## src/design/tal_pkg.sv

```systemverilog
`default_nettype none
package tal_pkg;
  // register pointers
  localparam logic [7:0] PTR_CTRL = 8'h01;
  localparam logic [7:0] PTR_UPPER = 8'h02;
  localparam logic [7:0] PTR_LOWER = 8'h03;
  localparam logic [7:0] PTR_CRIT = 8'h04;
  localparam logic [7:0] PTR_TEMP = 8'h05;
  localparam logic [7:0] PTR_RESET = 8'h00;
  // target address: fixed high nibble, low three bits from straps
  localparam logic [3:0] BUS_ADDR_BASE = 4'h3;
  // control word field positions
  localparam int HYST_LSB = 9;
  localparam int PWRDN_BIT = 8;
  localparam int CLOCK_BIT = 7;
  localparam int ALOCK_BIT = 6;
  localparam int CLEAR_BIT = 5;
  localparam int STS_BIT = 4;
  localparam int ENABLE_BIT = 3;
  localparam int CONLY_BIT = 2;
  localparam int POL_BIT = 1;
  localparam int MODE_BIT = 0;
  // reset values
  localparam logic [15:0] LIMIT_RESET = 16'h0000;
  localparam logic [12:0] TEMP_RESET = 13'h0000;
  // limit storage keeps the sign and 128 down to 0.25 degree weights
  localparam logic [15:0] LIMIT_MASK = 16'h1FFC;
  // hysteresis in quarter-degree steps: 0, 1.5, 3, 6 degrees
  localparam logic signed [12:0] HYST_Q0 = 13'sh0000;
  localparam logic signed [12:0] HYST_Q1 = 13'sh0006;
  localparam logic signed [12:0] HYST_Q2 = 13'sh000C;
  localparam logic signed [12:0] HYST_Q3 = 13'sh0018;

  typedef struct packed {
    logic [1:0] hyst_sel;
    logic power_down_bit;
    logic critical_lock;
    logic alarm_lock;
    logic alarm_enable;
    logic critical_only_select;
    logic alarm_polarity;
    logic interrupt_mode;
  } tal_ctrl_s;

  localparam tal_ctrl_s CTRL_RESET = '0;

  typedef struct packed {
    logic scl;
    logic sda;
  } tal_link_s;

  typedef enum logic [2:0] {
    PH_IDLE, PH_ADDR, PH_PTR, PH_MSB, PH_LSB, PH_READ, PH_SKIP
  } tal_phase_e;
endpackage : tal_pkg
`default_nettype wire

```

## src/design/tal_thermal_alarm.sv

```systemverilog
// How it works
// RULE_01: hysteresis code 00 none, 01 1.5, 10 3, 11 6 degrees, all limits.
// RULE_02: below flag sets under lower-hyst, clears at lower; above mirrors. Code: above sets over upper, clears at upper-hyst.
// RULE_03: power-down stops conversion, data updates and alarm events.
// RULE_04: power-down cannot be set while a lock is set; clear always works.
// RULE_05: bus keeps answering normally during power-down.
// RULE_06: critical lock freezes critical limit; only reset clears it.
// RULE_07: alarm lock freezes upper and lower limits; only reset clears it.
// RULE_08: clear write releases latched alarm; ignored in comparator mode.
// RULE_09: status bit reads one exactly while alarm is asserted.
// RULE_10: enable bit gates the alarm output; frozen under either lock.
// RULE_11: critical-only restricts alarm to critical; frozen under alarm lock.
// RULE_12: polarity zero asserts low, one asserts high.
// RULE_13: mode zero comparator, mode one latched interrupt.
// RULE_14: values are two's complement, sign bit 12, 0.25 degree steps.
// RULE_15: comparisons use bits 12 to 2; data reads keep finer bits.
// RULE_16: host writes bit 2 of limits zero at half-degree resolution.
// RULE_17: host writes unused and lowest bits of limits as zero.
// RULE_18: critical alarm holds until temperature reaches limit minus hyst.
// RULE_19: hysteresis field frozen while either lock is set.
// RULE_20: comparator follows condition; interrupt holds until cleared.
// RULE_21: locked writes are acknowledged but change nothing.
`default_nettype none
module tal_thermal_alarm (
  input wire logic sys_clk,
  input wire logic arst_n,
  input wire tal_pkg::tal_link_s link_i,
  output logic sda_o,
  output logic sda_oe_n,
  input wire logic [2:0] addr_strap_i,
  input wire logic [12:0] sample_i,
  input wire logic sample_valid_i,
  output logic conv_run_o,
  output logic alarm_o,
  output logic alarm_oe_n
);
  import tal_pkg::*;

  // ==========================================================
  // functions
  function automatic logic signed [12:0] qdeg(input logic [15:0] v);
    qdeg = 13'($signed({{2{v[12]}}, v[12:2]}));
  endfunction : qdeg
  function automatic logic signed [12:0] hyst_amt(input logic [1:0] c);
    unique case (c)
      2'b00: hyst_amt = HYST_Q0;
      2'b01: hyst_amt = HYST_Q1;
      2'b10: hyst_amt = HYST_Q2;
      2'b11: hyst_amt = HYST_Q3;
    endcase
  endfunction : hyst_amt

  // ==========================================================
  // link sampling
  tal_link_s lk_s1_q, lk_s2_q, lk_s3_q;
  logic [2:0] strap_s1_q, strap_s2_q;
  always_ff @(posedge sys_clk or negedge arst_n) begin
    if (!arst_n) begin
      lk_s1_q <= '1;
      lk_s2_q <= '1;
      lk_s3_q <= '1;
      strap_s1_q <= 3'h0;
      strap_s2_q <= 3'h0;
    end else begin
      lk_s1_q <= link_i;
      lk_s2_q <= lk_s1_q;
      lk_s3_q <= lk_s2_q;
      strap_s1_q <= addr_strap_i;
      strap_s2_q <= strap_s1_q;
    end
  end
  logic scl_rise, scl_fall, bus_start, bus_stop, sda_in;
  assign sda_in = lk_s2_q.sda;
  assign scl_rise = lk_s2_q.scl & ~lk_s3_q.scl;
  assign scl_fall = ~lk_s2_q.scl & lk_s3_q.scl;
  assign bus_start = lk_s2_q.scl & lk_s3_q.scl & ~sda_in & lk_s3_q.sda;
  assign bus_stop = lk_s2_q.scl & lk_s3_q.scl & sda_in & ~lk_s3_q.sda;

  // ==========================================================
  // bus target
  tal_phase_e phase_q;
  logic [3:0] bitcnt_q;
  logic [7:0] shift_q, ptr_q, msb_q, tx_q;
  logic [15:0] rd_word_q, rdata, wr_data_q;
  logic ack_q, drive_q, rd_on_q, byte_sel_q, wr_stb_q;
  logic [7:0] rx_byte, tx_next;
  assign rx_byte = {shift_q[6:0], sda_in};
  assign tx_next = (!rd_on_q || byte_sel_q) ? rdata[15:8] : rd_word_q[7:0];
  // bus stays live in power-down; address match never looks at it
  always_ff @(posedge sys_clk or negedge arst_n) begin // see RULE_05
    if (!arst_n) begin
      phase_q <= PH_IDLE;
      bitcnt_q <= 4'h0;
      shift_q <= 8'h00;
      ptr_q <= PTR_RESET;
      msb_q <= 8'h00;
      tx_q <= 8'h00;
      rd_word_q <= 16'h0000;
      ack_q <= 1'b0;
      drive_q <= 1'b0;
      rd_on_q <= 1'b0;
      byte_sel_q <= 1'b0;
    end else if (bus_start) begin
      phase_q <= PH_ADDR;
      bitcnt_q <= 4'h0;
      drive_q <= 1'b0;
      rd_on_q <= 1'b0;
    end else if (bus_stop) begin
      phase_q <= PH_IDLE;
      drive_q <= 1'b0;
    end else if (phase_q != PH_IDLE && scl_rise) begin
      if (bitcnt_q < 4'd8) begin
        shift_q <= rx_byte;
        bitcnt_q <= bitcnt_q + 4'd1;
      end else begin
        bitcnt_q <= 4'd9;
        if (phase_q == PH_READ && sda_in) phase_q <= PH_SKIP;
      end
      if (bitcnt_q == 4'd7 && phase_q != PH_READ) begin
        ack_q <= 1'b1;
        unique case (phase_q)
          PH_ADDR: begin
            if (rx_byte[7:1] == {BUS_ADDR_BASE, strap_s2_q}) begin
              phase_q <= rx_byte[0] ? PH_READ : PH_PTR;
            end else begin
              phase_q <= PH_SKIP;
              ack_q <= 1'b0;
            end
          end
          PH_PTR: begin
            ptr_q <= rx_byte;
            phase_q <= PH_MSB;
          end
          PH_MSB: begin
            msb_q <= rx_byte;
            phase_q <= PH_LSB;
          end
          PH_LSB: phase_q <= PH_MSB;
          default: ack_q <= 1'b0;
        endcase
      end
    end else if (phase_q != PH_IDLE && scl_fall) begin
      if (bitcnt_q == 4'd8) begin
        drive_q <= (phase_q == PH_READ && rd_on_q) ? 1'b0 : ack_q;
      end else if (bitcnt_q == 4'd9) begin
        bitcnt_q <= 4'h0;
        if (phase_q == PH_READ) begin
          if (!rd_on_q || byte_sel_q) rd_word_q <= rdata;
          byte_sel_q <= rd_on_q & ~byte_sel_q;
          rd_on_q <= 1'b1;
          tx_q <= {tx_next[6:0], 1'b0};
          drive_q <= ~tx_next[7];
        end else begin
          drive_q <= 1'b0;
        end
      end else if (phase_q == PH_READ && rd_on_q) begin
        tx_q <= {tx_q[6:0], 1'b0};
        drive_q <= ~tx_q[7];
      end
    end
  end
  // word commit after the low byte
  always_ff @(posedge sys_clk or negedge arst_n) begin
    if (!arst_n) begin
      wr_stb_q <= 1'b0;
      wr_data_q <= 16'h0000;
    end else begin
      wr_stb_q <= scl_rise && bitcnt_q == 4'd7 && phase_q == PH_LSB;
      if (scl_rise && bitcnt_q == 4'd7 && phase_q == PH_LSB) begin
        wr_data_q <= {msb_q, rx_byte};
      end
    end
  end
  assign sda_o = 1'b0;
  assign sda_oe_n = ~drive_q;

  // ==========================================================
  // control and limits
  tal_ctrl_s ctrl_q;
  logic [15:0] upper_alarm_threshold_q, lower_alarm_threshold_q;
  logic [15:0] critical_threshold_q;
  logic [12:0] temp_data_q;
  logic lock_any, ctrl_wr, clr_pulse, alarm_asserted_flag;
  assign lock_any = ctrl_q.critical_lock | ctrl_q.alarm_lock;
  assign ctrl_wr = wr_stb_q && ptr_q == PTR_CTRL;
  // clear acts only in interrupt mode and is never stored
  assign clr_pulse = ctrl_wr & wr_data_q[CLEAR_BIT]
                     & ctrl_q.interrupt_mode; // see RULE_08
  always_ff @(posedge sys_clk or negedge arst_n) begin
    if (!arst_n) begin
      ctrl_q <= CTRL_RESET;
    end else if (ctrl_wr) begin
      if (wr_data_q[CLOCK_BIT]) ctrl_q.critical_lock <= 1'b1; // see RULE_06
      if (wr_data_q[ALOCK_BIT]) ctrl_q.alarm_lock <= 1'b1; // see RULE_07
      if (!wr_data_q[PWRDN_BIT]) begin
        ctrl_q.power_down_bit <= 1'b0;
      end else if (!lock_any) begin
        ctrl_q.power_down_bit <= 1'b1; // see RULE_04
      end
      if (!lock_any) begin
        ctrl_q.hyst_sel <= wr_data_q[HYST_LSB +: 2]; // see RULE_19
        ctrl_q.alarm_enable <= wr_data_q[ENABLE_BIT]; // see RULE_10
      end
      if (!ctrl_q.alarm_lock) begin
        ctrl_q.critical_only_select <= wr_data_q[CONLY_BIT]; // see RULE_11
      end
      ctrl_q.alarm_polarity <= wr_data_q[POL_BIT];
      ctrl_q.interrupt_mode <= wr_data_q[MODE_BIT];
    end
  end
  // locked writes were acknowledged on the bus and are dropped here
  always_ff @(posedge sys_clk or negedge arst_n) begin // see RULE_21
    if (!arst_n) begin
      upper_alarm_threshold_q <= LIMIT_RESET;
      lower_alarm_threshold_q <= LIMIT_RESET;
      critical_threshold_q <= LIMIT_RESET;
    end else if (wr_stb_q) begin
      if (ptr_q == PTR_UPPER && !ctrl_q.alarm_lock) begin
        upper_alarm_threshold_q <= wr_data_q & LIMIT_MASK; // see RULE_07
      end
      if (ptr_q == PTR_LOWER && !ctrl_q.alarm_lock) begin
        lower_alarm_threshold_q <= wr_data_q & LIMIT_MASK; // see RULE_07
      end
      if (ptr_q == PTR_CRIT && !ctrl_q.critical_lock) begin
        critical_threshold_q <= wr_data_q & LIMIT_MASK; // see RULE_06
      end
    end
  end
  always_comb begin
    unique case (ptr_q)
      PTR_CTRL: begin
        rdata = 16'h0000;
        rdata[HYST_LSB +: 2] = ctrl_q.hyst_sel;
        rdata[PWRDN_BIT] = ctrl_q.power_down_bit;
        rdata[CLOCK_BIT] = ctrl_q.critical_lock;
        rdata[ALOCK_BIT] = ctrl_q.alarm_lock;
        rdata[STS_BIT] = alarm_asserted_flag; // see RULE_09
        rdata[ENABLE_BIT] = ctrl_q.alarm_enable;
        rdata[CONLY_BIT] = ctrl_q.critical_only_select;
        rdata[POL_BIT] = ctrl_q.alarm_polarity;
        rdata[MODE_BIT] = ctrl_q.interrupt_mode;
      end
      PTR_UPPER: rdata = upper_alarm_threshold_q;
      PTR_LOWER: rdata = lower_alarm_threshold_q;
      PTR_CRIT: rdata = critical_threshold_q;
      PTR_TEMP: rdata = {3'h0, temp_data_q}; // see RULE_15
      default: rdata = 16'h0000;
    endcase
  end

  // ==========================================================
  // limit comparison
  logic above_q, below_q, crit_q, cond, cond_prev_q, latch_q, take;
  logic signed [12:0] t_q, hy, up_l, lo_l, cr_l;
  assign conv_run_o = ~ctrl_q.power_down_bit; // see RULE_03
  assign take = sample_valid_i & ~ctrl_q.power_down_bit; // see RULE_03
  // two's complement, sign at 12, 0.25 degree lsb at 2
  assign t_q = qdeg({3'h0, sample_i}); // see RULE_14, RULE_15
  assign up_l = qdeg(upper_alarm_threshold_q);
  assign lo_l = qdeg(lower_alarm_threshold_q);
  assign cr_l = qdeg(critical_threshold_q);
  assign hy = hyst_amt(ctrl_q.hyst_sel); // see RULE_01
  always_ff @(posedge sys_clk or negedge arst_n) begin
    if (!arst_n) begin
      temp_data_q <= TEMP_RESET;
      above_q <= 1'b0;
      below_q <= 1'b0;
      crit_q <= 1'b0;
    end else if (take) begin
      temp_data_q <= sample_i;
      above_q <= above_q ? (t_q > up_l - hy) : (t_q > up_l); // see RULE_02
      below_q <= below_q ? (t_q < lo_l) : (t_q < lo_l - hy); // see RULE_02
      crit_q <= crit_q ? (t_q > cr_l - hy) : (t_q > cr_l); // see RULE_18
    end
  end

  // ==========================================================
  // alarm output
  assign cond = crit_q
                | (~ctrl_q.critical_only_select
                   & (above_q | below_q)); // see RULE_11
  always_ff @(posedge sys_clk or negedge arst_n) begin
    if (!arst_n) begin
      cond_prev_q <= 1'b0;
      latch_q <= 1'b0;
    end else begin
      cond_prev_q <= cond;
      // a new condition wins over a clear in the same cycle
      if (cond & ~cond_prev_q & ~ctrl_q.power_down_bit) begin
        latch_q <= 1'b1; // see RULE_20
      end else if (clr_pulse) begin
        latch_q <= 1'b0; // see RULE_08
      end
    end
  end
  assign alarm_asserted_flag = ctrl_q.alarm_enable
                               & (ctrl_q.interrupt_mode ? latch_q
                                  : cond); // see RULE_10, RULE_13
  logic alarm_level_q;
  always_ff @(posedge sys_clk or negedge arst_n) begin
    if (!arst_n) alarm_level_q <= 1'b1;
    else alarm_level_q <= alarm_asserted_flag ~^ ctrl_q.alarm_polarity; // see RULE_12
  end
  assign alarm_o = 1'b0;
  assign alarm_oe_n = alarm_level_q;
endmodule : tal_thermal_alarm
`default_nettype wire

```

## config.mk

```make
export PLATFORM = sky130hd
export DESIGN_NAME = tal_thermal_alarm
export DESIGN_NICKNAME = d
export VERILOG_FILES = /design/src/design/tal_pkg.sv /design/src/design/tal_thermal_alarm.sv
export SDC_FILE = /design/constraint.sdc
export NUM_CORES = 1
export LEC_CHECK = 0
export ABC_AREA = 1
export BUFFER_PORTS_ARGS = -buffer_cell sky130_fd_sc_hd__buf_4
export CAP_MARGIN = 20
export CORE_MARGIN = 10
export CORE_UTILIZATION = 30
export DETAILED_ROUTE_END_ITERATION = 7
export SKIP_CTS_REPAIR_TIMING = 1
export SLEW_MARGIN = 20
export SYNTH_ARGS = -nofsm -noshare
export SYNTH_HDL_FRONTEND = slang
export SYNTH_SLANG_ARGS = --single-unit
```

## constraint.sdc

```tcl
create_clock -name sys_clk -period 3 [get_ports sys_clk]
set_clock_uncertainty 0.1 [all_clocks]
set_input_delay 0.15 -clock sys_clk [delete_from_list [all_inputs] [get_ports sys_clk]]
set_output_delay 0.15 -clock sys_clk [all_outputs]
set_load 0.01 [all_outputs]
```

==> results_dict.tcl <==
set metrics [dict create \
    status "finished with violations" \
    violations "negative setup slack" \
    postSynthCellCount 1070 \
    regArea_sq_mm 0.00334 \
    max_freq_ghz 0.319 \
    max-slew-margin-rel 0.514 \
    fin_area_sq_mm 0.0102 \
    clk-insertion-delay-late_ns 0.42 \
    rows 61 \
    crit_fanout 3 \
    dr.pass1.iters 5 \
    synth.area.top_cells "dfrtp_1, nand2_1, ha_1, o21ai_0, inv_1" \
    cp.required_ns 3.22 \
    io_pins 26 \
    yosysMostFrequentCell "nand2_1" \
    p_per_area_mw_per_mm2 454 \
    p_leak_uw 0.00482 \
    cp_slowest_cell "dfrtp_1" \
    yosys.area.top_type "dfrtp_1" \
    period_needed_ns 3.13 \
    fin_crit_sh 1.04 \
    ir_drop_mv 0.276 \
    dp.cells 1493 \
    die_y_microns 187 \
    avgSynthCellArea_sq_um 7.81 \
    hp-class "input port to flop" \
    max-clock-path-buffers 2 \
    root_buffer "clkbuf_16" \
    end_kind "flop" \
    cts_max_level 4 \
    core_sq_mm 0.0276 \
    drt-initial-drc-count 538 \
    yosysTopAreaCellShare 0.377 \
    drive_gt1_frac 0.143 \
    cp_slowest_stage_delay_ns 0.39 \
    areaGrowthSynthToFinish_pct 22.1 \
    ys_warn_count 0 \
    hold_viol 0 \
    grt_setup_unrepaired "yes" \
    synth_edf_count 0 \
    multiInputGateArea_sq_mm 0.00457 \
    portBuffers 23 \
    grt-ovfl-total 0 \
    clock_sinks 133 \
    path_cells "inv_2 > ha_4 > ha_4 > inv_2 > fa_2 > a21o_1 > nand2_2 > nand3_2 > nor2_2 > nand2_2 > o21ai_2 > inv_2 > ha_4 > nand2_4 > nor2_4 > inv_2 > nor2_4 > nand2_2 > nand3_2 > nand2_1 > nand2_1 > nand2_1 > nand2_1 > nand2_1" \
    critPathBufInv 4 \
    grt_pass1_wl_microns 36600 \
    grt_usage 0.129 \
    initial_utilization 0.302 \
    worstPathArrival_ns 3.35 \
    cts_tree "done" \
    antenna_cells 0 \
    numCtsBuffers 17 \
    antenna_found_initial 0 \
    gp_congestion 0.901 \
    fill_cells 2917 \
    setup_violations 3 \
    totalWireLength_microns 22900 \
    postSynthRegisterBits 133 \
    synth_ff_type "dfrtp_1" \
    worst_slack_ns -0.131 \
    slew_viol_final 0 \
    fin_util 0.369 \
    synth_cell_types 47 \
    synthesis.area_sq_mm 0.00836 \
    post-place-ws_ns -0.194 \
    finalNonFillerCells 1545 \
    synthArstFlopShare 1.00 \
    avgViaCountPerCell 4.76 \
    crit_path_start_kind "flop" \
    placed_area_sq_mm 0.00926 \
    final_nets 1263 \
    worst_slew_pin_slew_ns 0.729 \
    path_clk_slew_ns 0.07 \
    synthTopCellsByCount "nand2_1, inv_1, dfrtp_1" \
    cp_common_cell "nand2_1" \
    critPathKind "flop to flop" \
    yosysSeqAreaShare 0.399 \
    grt_pass1_vias 6951 \
    postRouteAntennaNets 0 \
    dpl.hpwl_microns 17200 \
    crit_family "simple AND/OR/NAND/NOR gates" \
    die_area_sq_mm 0.0349 \
    drc_errors 0 \
    wl_per_cell_microns 14.8 \
    die_w_microns 187 \
    vias 7350 \
    maxCapViolations 0 \
    grt_max_degree 72 \
    hold-worst-slack_ns 0.0191 \
]
[power breakdown]
group / leakage (uW) / switching [uW] / internal (uW)
logic: 0.00276 / 359 / 195
registers: 0.00177 / 74.4 / 1890
clock network: 0.000281 / 851 / 1260
[stage by stage]
stage / TNS (ns) / total power [uW]
finish: -0.285 / 4630
global route: -1.02 / 4850
CTS: -0.409 / 4640
detailed placement: -0.371 / 2530
global placement: -0.209 / 2510
floorplan: 0 / 2320
[final timing paths]
kind,depth (start not counted),from,slack (ns),to
worst max-delay path,24,ctrl_q[8],-0.13,above_q
worst min-delay path,3,sample_i[12],0.02,temp_data_q[12]
worst max register to register,24,ctrl_q[8],-0.13,above_q
worst min register to register,0,strap_s1_q[2],0.25,strap_s2_q[2]
max in group asynchronous,3,arst_n,1.81,ptr_q[0]
min in group asynchronous,2,arst_n,0.21,strap_s1_q[0]
[cell usage in the layout (no fill, tap or decap), types with 9 or more instances in the layout]
cell,n
nand3_1,54
dfrtp_1,126
o21ai_0,116
ha_1,80
inv_2,10
nand2_1,283
inv_1,131
nand4_1,9
xor2_1,18
clkbuf_16,17
nor3_1,10
buf_4,65
dlygate4sd3_1,17
a21oi_1,54
nor2_1,57
[cell type report]
cell class | count | area share
clock buffer | 19 | 0.0434
tap | 378 | 0.0464
sequential | 133 | 0.327
inverter | 144 | 0.0531
multi-input combinational | 774 | 0.448
clock inverter | 13 | 0.0146
timing repair buffer | 84 | 0.0676
[kinds of logic after synthesis]
group	synth area share
and+or+nand+nor	0.235
other	0.000449
AOI/OAI and AO/OA	0.129
xor gates and xnor gates	0.0252
buffers and inverters	0.0767
adders and majority gates	0.134
DFF	0.399
[state kept, by name, summed over array words and instances, names as in the netlist, 8 cells and up]
name                     count
ptr_q                        8
temp_data_q                 13
rd_word_q                    8
ctrl_q                       9
wr_data_q                   13
lower_alarm_threshold_q     11
critical_threshold_q        11
upper_alarm_threshold_q     11
[tightest hold or removal path, cell delays in order]
cell     delay, ns
buf_4         0.20
nand2_1       0.09
nand2_1       0.04
[layer usage]
layer	GRT usage	wire [microns]	vias to the layer above
met1	0.176	11200	3477
met4	0.0425	557	0
met3	0.0265	1070	30
met5	0	0	-
met2	0.198	10000	169
li1	-	-	3674
Power figures use the tool's default switching activity.
